--- src/design/frh_pkg.sv ---
package frh_pkg;
  // ------------------------------------------------------------
  // Bus identity
  // ------------------------------------------------------------
  localparam logic [5:0] FRH_DEV_CODE = 6'h28;
  localparam int FRH_MASK_BIT = 2;
  // ------------------------------------------------------------
  // Buffer layout
  // ------------------------------------------------------------
  localparam logic [2:0] FRH_PTR_FIRST = 3'h4;
  localparam logic [2:0] FRH_PTR_LAST = 3'h7;
  localparam logic FRH_OUT_OWNER_RST = 1'h0;
  localparam logic FRH_IN_OWNER_RST = 1'h1;
  // ------------------------------------------------------------
  // Status and control word field positions
  // ------------------------------------------------------------
  localparam int FRH_ST_OADDR_LSB = 5;
  localparam int FRH_ST_IADDR_LSB = 9;
  localparam int FRH_ST_IS_POS = 12;
  localparam int FRH_ST_OS_POS = 13;
  localparam int FRH_ST_MODE_LSB = 14;
  localparam int FRH_CTL_MODE_LSB = 14;
  // ------------------------------------------------------------
  // Parameter word limits
  // ------------------------------------------------------------
  localparam logic [15:0] FRH_MB_MAX = 16'h0100;
  localparam logic [15:0] FRH_FIX_MAX = 16'h0010;
  localparam logic [15:0] FRH_RATE_MIN = 16'h0040;
  localparam logic [15:0] FRH_RATE_MAX = 16'h0FFF;
  // ------------------------------------------------------------
  // Timing
  // ------------------------------------------------------------
  localparam int FRH_CLK_MHZ = 200;
  localparam int FRH_TIMEOUT_US = 5000;
  localparam int FRH_TIMEOUT_CYC = FRH_TIMEOUT_US * FRH_CLK_MHZ;
  // ------------------------------------------------------------
  // Interface modes
  // ------------------------------------------------------------
  typedef enum logic [1:0] {
    FRH_MODE_LOOP = 2'b00,
    FRH_MODE_ATB = 2'b01,
    FRH_MODE_DIAG = 2'b10,
    FRH_MODE_NORMAL = 2'b11
  } frh_mode_e;
endpackage

--- src/design/frh_if.sv ---
`timescale 1ns/1ps
// Host programmed-I/O bus toward the fruit reply port
interface frh_if;
  logic [5:0] dev_sel;
  logic input_word_read;
  logic output_word_write;
  logic status_word_read;
  logic mode_control_write;
  logic dev_pulse;
  logic global_io_reset;
  logic [15:0] data_out;
  logic [15:0] data_in;
  logic intr_req;
  modport dev (
    input dev_sel, input_word_read, output_word_write, status_word_read,
    input mode_control_write, dev_pulse, global_io_reset, data_out,
    output data_in, intr_req
  );
  modport host (
    output dev_sel, input_word_read, output_word_write, status_word_read,
    output mode_control_write, dev_pulse, global_io_reset, data_out,
    input data_in, intr_req
  );
endinterface

--- src/design/frh_device.sv ---
`timescale 1ns/1ps
// Behaviour
// - Answer select code 50 octal, mask bit 2
// - Interrupt if no request 5 ms after load
// - Device pulse acts as local reset
// - Reset loads both pointers with 4
// - Reset: loop mode, out flag 0, in flag 1
// - Reset reinitialises controller and generators
// - Input read returns word; fourth toggles flag
// - Host reads input only in diag/loop; device does not check mode on input reads
// - Status word: addresses, flags, mode
// - Pointers hold only 4 through 7
// - Input flag 0 host reads, 1 controller
// - Output flag 0 host writes, 1 controller
// - Mode codes 11,10,01,00
// - Loop mode: flag toggles per 4 writes
// - Output write stores word; fourth toggles flag
// - Host writes only when out flag clear; device does not check the flag on output writes
// - New parameters restart generator first in normal/diag mode
// - Control write loads mode field
// - Mainbeam fraction saturates at 256
// - Fixed fraction saturates at 16
// - Rate factor legal 64 to 4095
module frh_device
  import frh_pkg::*;
#(
  parameter int TIMEOUT_CYC = FRH_TIMEOUT_CYC
) (
  input wire logic clk_i,                 // 200 MHz clock
  input wire logic reset_i,               // Sync reset, active high
  frh_if.dev bus,                         // Host I/O bus
  input wire logic ctl_out_take_i,        // Controller takes output block
  input wire logic ctl_gen_req_i,         // Generator requests data
  input wire logic ctl_in_we_i,           // Controller writes input word
  input wire logic [15:0] ctl_in_data_i,  // Input word from controller
  output logic [63:0] ctl_out_block_o,    // Output buffer contents
  output logic [1:0] ctl_mode_o,          // Current interface mode
  output logic ctl_init_o,                // Reinit controller and generators
  output logic gen_restart_o,             // Generator restart pulse
  output logic [8:0] gen_mainbeam_o,      // Saturated mainbeam fraction
  output logic [4:0] gen_fixed_o,         // Saturated fixed fraction
  output logic [11:0] gen_rate_o,         // Rate scaling factor
  output logic gen_rate_bad_o,            // Rate factor out of range
  output logic gen_enable_o               // Generation allowed
);
  // ------------------------------------------------------------
  // State
  // ------------------------------------------------------------
  typedef struct packed {
    logic [2:0] optr;
    logic [2:0] iptr;
    logic oflag;
    logic iflag;
    frh_mode_e mode;
    logic [3:0][15:0] obuf;
    logic [3:0][15:0] ibuf;
    logic [31:0] tmo;
    logic tmo_run;
    logic irq;
    logic [15:0] rdata;
    logic init;
    logic restart;
    logic [8:0] mb;
    logic [4:0] fix;
    logic [11:0] rate;
    logic rate_bad;
    logic gen_en;
  } frh_dev_s;

  frh_dev_s s_q, s_d;
  logic sel;
  logic loc_rst;
  logic [1:0] oidx, iidx;
  logic [15:0] st_word;

  // Select decode and local reset
  assign sel = (bus.dev_sel == FRH_DEV_CODE);
  assign loc_rst = bus.global_io_reset | (sel & bus.dev_pulse);
  assign oidx = s_q.optr[1:0];
  assign iidx = s_q.iptr[1:0];

  // Status word assembly
  always_comb begin
    st_word = '0;
    st_word[FRH_ST_OADDR_LSB +: 3] = s_q.optr;
    st_word[FRH_ST_IADDR_LSB +: 3] = s_q.iptr;
    st_word[FRH_ST_IS_POS] = s_q.iflag;
    st_word[FRH_ST_OS_POS] = s_q.oflag;
    st_word[FRH_ST_MODE_LSB +: 2] = s_q.mode;
  end

  // Next state
  always_comb begin
    logic [15:0] w;
    logic hit;
    w = '0;
    hit = 1'b0;
    s_d = s_q;
    s_d.init = 1'b0;
    s_d.restart = 1'b0;
    // Host output write into output buffer
    if (sel && bus.output_word_write) begin
      s_d.obuf[oidx] = bus.data_out;
      if (s_q.optr == FRH_PTR_LAST) begin
        s_d.optr = FRH_PTR_FIRST;
        s_d.oflag = ~s_q.oflag;
        s_d.tmo = '0;
        s_d.tmo_run = (s_q.mode != FRH_MODE_LOOP);
        // Parameter block delivered in normal/diag mode: restart generator first
        if (s_q.mode == FRH_MODE_NORMAL || s_q.mode == FRH_MODE_DIAG) begin
          s_d.restart = 1'b1;
        end
      end else begin
        s_d.optr = s_q.optr + 3'h1;
      end
    end
    // Controller takes output block (not in loop mode)
    if (ctl_out_take_i && s_q.oflag && s_q.mode != FRH_MODE_LOOP) begin
      s_d.oflag = 1'b0;
    end
    // Generator request clears the timeout
    if (ctl_gen_req_i) begin
      s_d.tmo_run = 1'b0;
      s_d.tmo = '0;
    end else if (s_q.tmo_run) begin
      if (s_q.tmo == TIMEOUT_CYC - 1) begin
        s_d.irq = 1'b1;
        hit = 1'b1;
        s_d.tmo_run = 1'b0;
      end else begin
        s_d.tmo = s_q.tmo + 32'h1;
      end
    end
    // Controller writes input buffer while it owns it
    if (ctl_in_we_i && s_q.iflag) begin
      s_d.ibuf[iidx] = ctl_in_data_i;
      if (s_q.iptr == FRH_PTR_LAST) begin
        s_d.iptr = FRH_PTR_FIRST;
        s_d.iflag = 1'b0;
      end else begin
        s_d.iptr = s_q.iptr + 3'h1;
      end
    end
    // Host input read
    if (sel && bus.input_word_read) begin
      s_d.rdata = s_q.ibuf[iidx];
      if (s_q.iptr == FRH_PTR_LAST) begin
        s_d.iptr = FRH_PTR_FIRST;
        s_d.iflag = ~s_q.iflag;
      end else begin
        s_d.iptr = s_q.iptr + 3'h1;
      end
    end else if (sel && bus.status_word_read) begin
      s_d.rdata = st_word;
    end
    // Mode control and interrupt acknowledge
    if (sel && bus.mode_control_write) begin
      s_d.mode = frh_mode_e'(bus.data_out[FRH_CTL_MODE_LSB +: 2]);
      s_d.irq = hit;                                                 // Fresh timeout wins
    end
    if (sel && (bus.output_word_write || bus.input_word_read)) begin
      s_d.irq = s_d.irq & ~(ctl_gen_req_i);
    end
    // Decode parameter words from the output block
    w = s_d.obuf[1];
    s_d.mb = (w >= FRH_MB_MAX) ? FRH_MB_MAX[8:0] : w[8:0];
    w = s_d.obuf[2];
    s_d.fix = (w >= FRH_FIX_MAX) ? FRH_FIX_MAX[4:0] : w[4:0];
    w = s_d.obuf[3];
    s_d.rate = w[11:0];
    s_d.rate_bad = (w < FRH_RATE_MIN) || (w > FRH_RATE_MAX);
    s_d.gen_en = (s_d.mode != FRH_MODE_LOOP) && !s_d.rate_bad;
    // Local or global reset
    if (loc_rst) begin
      s_d.optr = FRH_PTR_FIRST;
      s_d.iptr = FRH_PTR_FIRST;
      s_d.mode = FRH_MODE_LOOP;
      s_d.oflag = FRH_OUT_OWNER_RST;
      s_d.iflag = FRH_IN_OWNER_RST;
      s_d.tmo_run = 1'b0;
      s_d.tmo = '0;
      s_d.irq = 1'b0;
      s_d.init = 1'b1;
      s_d.gen_en = 1'b0;
    end
  end

  // State register
  always_ff @(posedge clk_i) begin
    if (reset_i) begin
      s_q <= '0;
      s_q.optr <= FRH_PTR_FIRST;
      s_q.iptr <= FRH_PTR_FIRST;
      s_q.mode <= FRH_MODE_LOOP;
      s_q.oflag <= FRH_OUT_OWNER_RST;
      s_q.iflag <= FRH_IN_OWNER_RST;
      s_q.init <= 1'b1;
      s_q.rate_bad <= 1'b1;
    end else begin
      s_q <= s_d;
    end
  end

  // Outputs
  assign bus.data_in = s_q.rdata;
  assign bus.intr_req = s_q.irq;
  assign ctl_out_block_o = s_q.obuf;
  assign ctl_mode_o = s_q.mode;
  assign ctl_init_o = s_q.init;
  assign gen_restart_o = s_q.restart;
  assign gen_mainbeam_o = s_q.mb;
  assign gen_fixed_o = s_q.fix;
  assign gen_rate_o = s_q.rate;
  assign gen_rate_bad_o = s_q.rate_bad;
  assign gen_enable_o = s_q.gen_en;
endmodule

--- src/flat_wrapper.sv ---
// flat-port wrapper written by rule: the top's interface ports become plain ports
module frh_device_flat import frh_pkg::*;
#(
  parameter int TIMEOUT_CYC = FRH_TIMEOUT_CYC
)
  (clk_i, reset_i, ctl_out_take_i, ctl_gen_req_i, ctl_in_we_i, ctl_in_data_i, ctl_out_block_o, ctl_mode_o, ctl_init_o, gen_restart_o, gen_mainbeam_o, gen_fixed_o, gen_rate_o, gen_rate_bad_o, gen_enable_o, bus_dev_sel, bus_input_word_read, bus_output_word_write, bus_status_word_read, bus_mode_control_write, bus_dev_pulse, bus_global_io_reset, bus_data_out, bus_data_in, bus_intr_req);
  frh_if bus_i ();
  input wire logic clk_i;
  input wire logic reset_i;
  input wire logic ctl_out_take_i;
  input wire logic ctl_gen_req_i;
  input wire logic ctl_in_we_i;
  input wire logic [15:0] ctl_in_data_i;
  output logic [63:0] ctl_out_block_o;
  output logic [1:0] ctl_mode_o;
  output logic ctl_init_o;
  output logic gen_restart_o;
  output logic [8:0] gen_mainbeam_o;
  output logic [4:0] gen_fixed_o;
  output logic [11:0] gen_rate_o;
  output logic gen_rate_bad_o;
  output logic gen_enable_o;
  input wire logic [$bits(bus_i.dev_sel)-1:0] bus_dev_sel;
  input wire logic [$bits(bus_i.input_word_read)-1:0] bus_input_word_read;
  input wire logic [$bits(bus_i.output_word_write)-1:0] bus_output_word_write;
  input wire logic [$bits(bus_i.status_word_read)-1:0] bus_status_word_read;
  input wire logic [$bits(bus_i.mode_control_write)-1:0] bus_mode_control_write;
  input wire logic [$bits(bus_i.dev_pulse)-1:0] bus_dev_pulse;
  input wire logic [$bits(bus_i.global_io_reset)-1:0] bus_global_io_reset;
  input wire logic [$bits(bus_i.data_out)-1:0] bus_data_out;
  output wire logic [$bits(bus_i.data_in)-1:0] bus_data_in;
  output wire logic [$bits(bus_i.intr_req)-1:0] bus_intr_req;
  assign bus_i.dev_sel = bus_dev_sel;
  assign bus_i.input_word_read = bus_input_word_read;
  assign bus_i.output_word_write = bus_output_word_write;
  assign bus_i.status_word_read = bus_status_word_read;
  assign bus_i.mode_control_write = bus_mode_control_write;
  assign bus_i.dev_pulse = bus_dev_pulse;
  assign bus_i.global_io_reset = bus_global_io_reset;
  assign bus_i.data_out = bus_data_out;
  assign bus_data_in = bus_i.data_in;
  assign bus_intr_req = bus_i.intr_req;
  frh_device #(.TIMEOUT_CYC(TIMEOUT_CYC)) u_core (.clk_i(clk_i), .reset_i(reset_i), .bus(bus_i), .ctl_out_take_i(ctl_out_take_i), .ctl_gen_req_i(ctl_gen_req_i), .ctl_in_we_i(ctl_in_we_i), .ctl_in_data_i(ctl_in_data_i), .ctl_out_block_o(ctl_out_block_o), .ctl_mode_o(ctl_mode_o), .ctl_init_o(ctl_init_o), .gen_restart_o(gen_restart_o), .gen_mainbeam_o(gen_mainbeam_o), .gen_fixed_o(gen_fixed_o), .gen_rate_o(gen_rate_o), .gen_rate_bad_o(gen_rate_bad_o), .gen_enable_o(gen_enable_o));
endmodule
--- config.mk ---
export PLATFORM = sky130hd
export DESIGN_NAME = frh_device_flat
export DESIGN_NICKNAME = d
export VERILOG_FILES = /design/src/design/frh_pkg.sv /design/src/design/frh_if.sv /design/src/design/frh_device.sv /design/src/flat_wrapper.sv
export SDC_FILE = /design/constraint.sdc
export NUM_CORES = 1
export LEC_CHECK = 0
export ABC_AREA = 1
export BUFFER_PORTS_ARGS = -buffer_cell sky130_fd_sc_hd__clkbuf_2
export CORE_MARGIN = 8
export CORE_UTILIZATION = 60
export CTS_CLUSTER_SIZE = 24
export DETAILED_ROUTE_END_ITERATION = 7
export PLACE_DENSITY = 0.84
export SLEW_MARGIN = 10
export SYNTH_ARGS = -nofsm -noshare
export SYNTH_HDL_FRONTEND = slang
export SYNTH_SLANG_ARGS = --single-unit
--- constraint.sdc ---
create_clock -name clk_i -period 3.3 [get_ports clk_i]
set_input_delay 0.495 -clock clk_i [delete_from_list [all_inputs] [get_ports clk_i]]
set_output_delay 0.495 -clock clk_i [all_outputs]
set_load 0.05 [all_outputs]
Word level (Yosys, flattened, before mapping)
Index checks and enable logic that the tools add are counted.

storage, ports and cells
  flip-flop bits (word level) = 218
  input bits = 49
  output and inout bits = 113
  word-level logic and storage cells = 112

cells by class
  $add $sub $neg = 3
  $lt $le $gt $ge = 8
  equality and inequality tests = 6
  muxes and demuxes = 35
  bitwise gates (word level) = 8
  reductions and logical operators = 26

operators by type and width
  cell                   count
  $bwmux 64              2
  $mux 16                5
  $mux 33                2
  $demux 16 s2           2
  $mux 64                1
  $mux 34                1
  $add 32x1->32 const B  1
  $bmux 16 s2            1
  $eq 32x20->1 const B   1
  $mux 32                1
  $ge 16x5->1 const B    1
  $ge 16x9->1 const B    1
  $gt 16x12->1 const B   1
  $lt 16x7->1 const B    1
  $mux 1                 12
  $mux 3                 4
  $logic_and 1x1->1      11
  $mux 9                 1
  $reduce_or 3->1        3
  $reduce_bool 2->1      4
  $add 3x1->3 const B    2
  $eq 3x3->1 const B     2
  $eq 6x6->1 const B     1
  $lt 2x3->1 const B     2
  11 further kinds       23

Depth between registers and ports, before layout
  depth in word-level cells = 10
  gate-level depth with buffers = 14
  depth with buffers taken out = 13

Least setup slack after synthesis
No wires, ideal clock.

  path kind = register -> register
  start point = register u_core.s_q (netlist bit u_core.iidx[0])
  end point = register u_core.s_q[85] (netlist bit)
  setup time = 0.070 ns
  arrival time = 1.730 ns
  required time = 3.230 ns
  slack = 1.499 ns
  stages on the path, launching flop included = 10
  path buffers = 4
  clock period less this slack = 1.801 ns
  path through = dfxtp_1 buf_2 inv_1 clkbuf_1 ha_1 clkbuf_1 nand2_1 clkbuf_1 nand2_1 a21oi_1

between the ends
  cells in the longest elaborated chain, start to end = 5

ends and longest elaborated chain
  item                                                            RTL line           source
  start: declaration                                              frh_device.sv:70   frh_dev_s s_q, s_d;
  $lt 2x3->1 (not written as such) or $ge 2x1->1 (tied branches)  frh_device.sv:136  s_d.ibuf[iidx] = ctl_in_data_i;
  $logic_and 1x1->1 (not written as such)                         frh_device.sv:136
  $mux 16 (not written as such)                                   frh_device.sv:136
  $demux 16 s2 *                                                  --
  $bwmux 64 *                                                     frh_device.sv:136

Every way passes the cells marked *; elsewhere a longest branch is shown, timed or not.
A chain may end at the register's enable or synchronous reset.

Final worst setup path
  start point = register u_core.s_q (netlist bit u_core.oidx[0])
  end point = register u_core.s_q (netlist bit u_core.gen_fixed_o[3])

between the ends
  cells in the longest elaborated chain, start to end = 8

ends and longest elaborated chain
  item                                                            RTL line           source
  $lt 2x3->1 (not written as such) or $ge 2x1->1 (tied branches)  frh_device.sv:103  s_d.obuf[oidx] = bus.data_out;
  $logic_and 1x1->1 (not written as such)                         frh_device.sv:103
  $mux 16 (not written as such)                                   frh_device.sv:103
  $demux 16 s2 *                                                  --
  $bwmux 64 *                                                     frh_device.sv:103
  $mux 64 *                                                       frh_device.sv:102  if (sel && bus.output_word_write) begin
  $ge 16x5->1                                                     frh_device.sv:168  s_d.fix = (w >= FRH_FIX_MAX) ? FRH_FIX_MAX[4:0] : w[4:0];
  $reduce_or 2->1 (no line)                                       --

Marked as above.

==> impl_metrics.ini <==
[outcome]
status = finished, final reports clean

[grt]
grt_overflow = 0
grt_max_degree = 52
grt_pass1_wl_mm = 44.8
track_usage_pct = 24.4
first_global_vias = 9000
grt_use_met3_pct = 4.74
use_met1_pct = 31.5
met2_usage_pct = 39.3
busiest_layer = met2
antenna_found_initial = 1

[yosys]
yosysMostFrequentCell = nand2_1
synth_ff_type = dfxtp_1
netlist_area_mm2 = 0.0105
synth_top_area_share_pct = 39.2
ys_top_cells_by_count = nand2_1, dfxtp_1, a21oi_1, inv_1, nor2_1
synth-edff-count = 0
ys_types = 38
yosys-top-cells-area = dfxtp_1, nand2_1, a21oi_1, buf_4, o21ai_0
ys_warn_count = 0
syn_nets = 1591
synth_cells = 1533
synth_seq_area_share_pct = 39.2
ys_ff_latch = 206
synth_area_leader_cell = dfxtp_1
avgSynthCellArea_um2 = 6.86
async_reset_ff_share_pct = 0

[sta]
finClkSkew_ns = 0.00990
period_share_pct = 71.7
period_needed_ns = 2.37
tns_ns = 0
timing.fmax_mhz = 422
tightest_slew_ns = 0.920
setup_viol = 0
maxSlewViolCount = 0
rsz0062_at_grt = no
finalHoldViolations = 0
relSlewSlack_pct = 38.6

[cells_and_area]
diodes = 0
nets = 1607
final_cell_area_mm2 = 0.0113
syn_to_final_growth_pct = 7.57
final_layout_size_suffix_gt1_share_pct = 15.8

[detailed_routing]
ant_nets = 0
drc = 0
wl_per_cell_um = 15.7
viasPerCell = 5.52
dr.pass1.iters = 5
via_count = 9869
drt_iter0_markers = 882
wl_mm = 28.1

[setup_path]
start_kind = flip-flop
arrival_ns = 2.78
crit_path_frequent_cell = inv_1
worstSetupPathType = flip-flop to flip-flop
path_cells = inv_1, ha_1, inv_1, nor2_1, inv_1, or2_2, nand3_1, nor2_1
r2r-end = u_core.gen_fixed_o[3]
r2r_start = u_core.oidx[0]
crit_path_end = u_core.gen_fixed_o[3]
end_kind = flip-flop
rrSetupSlack_ns = 0.93
slowest_delay_ns = 0.48
worstSetupStartpoint = u_core.oidx[0]
rr_worst_depth = 8
worstPathMaxFanout = 14
cp.required_ns = 3.71
slowest_stage = ha_1

[die]
ioPinCount = 162
die_x_um = 148
core_area_mm2 = 0.0172
start_util_pct = 61.0
num_rows = 48
die_h_um = 148
dieArea_mm2 = 0.0220

[power]
power_density_mw_per_mm2 = 475
pwr-share-clk_pct = 47.8
total_leakage_power_nw = 4.73
power_switching_w = 0.00123
sequentialPowerShare_pct = 47.1
combPwrFrac_pct = 5.1
peakVddDrop_mv = 0.443
sw_frac_of_total_pct = 22.9
p_int_w = 0.00415

[clocking]
clock_sinks = 206
clk_latency_ns = 0.52
clk_path_buf_depth = 3
tritoncts = done
numCtsBuffers = 23
clk_pin_slew_ns = 0.06
postCtsResizedCells = 0
holdBufCountCts = 0
cts_root_buf = clkbuf_16
postCtsSetupBuffers = 0
htreeDepth = 1

[place]
gp_congestion = 0.965
placed_cell_area_mm2 = 0.0106
hpwl_mm = 19.9
io_buffer_count = 161

[flow_run]
cap_viol_max_count = 0

[min_path]
min_path_type = input pin to flip-flop
==> cell usage in the layout, fill, tap and decap left out, drive strengths merged <==
cell,n
a211oi,3
a21oi,176
a31oi,5
and2,1
buf,16
bufinv,2
clkbuf,192
clkinv,6
dfxtp,206
ha,9
inv,160
mux2,5
mux2i,3
nand2,350
nand3,109
nand3b,2
nand4,14
nor2,136
nor3,19
nor3b,1
o211ai,9
o21ai,127
o311ai,1
or2,5
xor2,6
==> registers in the layout, indices dropped and copies added, names as in the netlist, 2 cells and up <==
signal,count
u_core.gen_rate_o,11
u_core.gen_fixed_o,5
u_core.ctl_out_block_o,53
u_core.gen_mainbeam_o,9
u_core.s_q,101
u_core.iidx,2
u_core.oidx,2
u_core.bus.data_in,16
u_core.ctl_mode_o,2
==> power by group through the flow <==
stage | logic, W | registers [W] | clock network, W
4_1_cts | 0.000270 | 0.00253 | 0.00259
6_report | 0.000274 | 0.00253 | 0.00257
5_1_grt | 0.000301 | 0.00254 | 0.00269
3_3_place_gp | 0.000265 | 0.00259 | 0
2_1_floorplan | 0.000166 | 0.00259 | 0
3_5_place_dp | 0.000269 | 0.00259 | 0
==> layout make-up <==
type	count	area (um2)
Fill cell	1496	5920
Tap cell	225	282
Inverter	161	609
Timing Repair Buffer	176	921
Clock buffer	32	659
Clock inverter	7	100
Sequential cell	206	4120
Multi-Input combinational cell	981	4620
==> logic make-up (layout without fill, tap and decap cells) <==
logic type	count (synthesis)	in the layout	share of synthesized area (%)
buffers and inverters	346	376	16.9
adder cells (fa/ha/maj)	9	9	1.07
AND/OR/NAND/NOR	637	637	25.8
flip-flops	206	206	39.2
AO/OA/AOI/OAI	321	321	15.7
multiplexers	8	8	0.821
XOR/XNOR	6	6	0.500
==> metrics by stage <==
step / instances / setup WS (ns) / util, % / power (W) / hold WS, ns
2_1_floorplan: 1533 / 1.50 / - / 0.00275 / 0.420
3_3_place_gp: 1749 / 0.960 / 61.2 / 0.00285 / 0.436
3_5_place_dp: 1749 / 0.905 / 61.2 / 0.00286 / 0.441
4_1_cts: 1788 / 0.940 / 65.6 / 0.00540 / 0.227
5_1_grt: 1788 / 0.726 / 65.6 / 0.00553 / 0.245
6_report: 1788 / 0.933 / 65.6 / 0.00538 / 0.236
==> critical path: cells and delay by family, from the launching register on <==
kind,cells,cell delay [ns]
simple gates,4,0.87
buf+inv,3,0.57
fa+ha+maj,1,0.48
flops,1,0.35
==> worst min path at each step <==
stage          depth (start not counted)  slack (ns)           startpoint              end
2_1_floorplan                          1        0.42      u_core.s_q[211]  u_core.s_q[211]
3_3_place_gp                           2        0.44       u_core.s_q[90]   u_core.s_q[90]
3_5_place_dp                           2        0.44      u_core.s_q[122]  u_core.s_q[122]
4_1_cts                                3        0.23  bus_global_io_reset  u_core.s_q[214]
5_1_grt                                3        0.25  bus_global_io_reset  u_core.s_q[214]
6_report                               3        0.24  bus_global_io_reset  u_core.s_q[214]
==> per-layer routing <==
metal  vias up  share of wire [%]
met5         -              0.046
met4         2                3.3
met3        58                9.5
met2       452                 45
met1      4496                 42
li1       4861                  -
No activity file was read; power rests on OpenSTA's default activity.
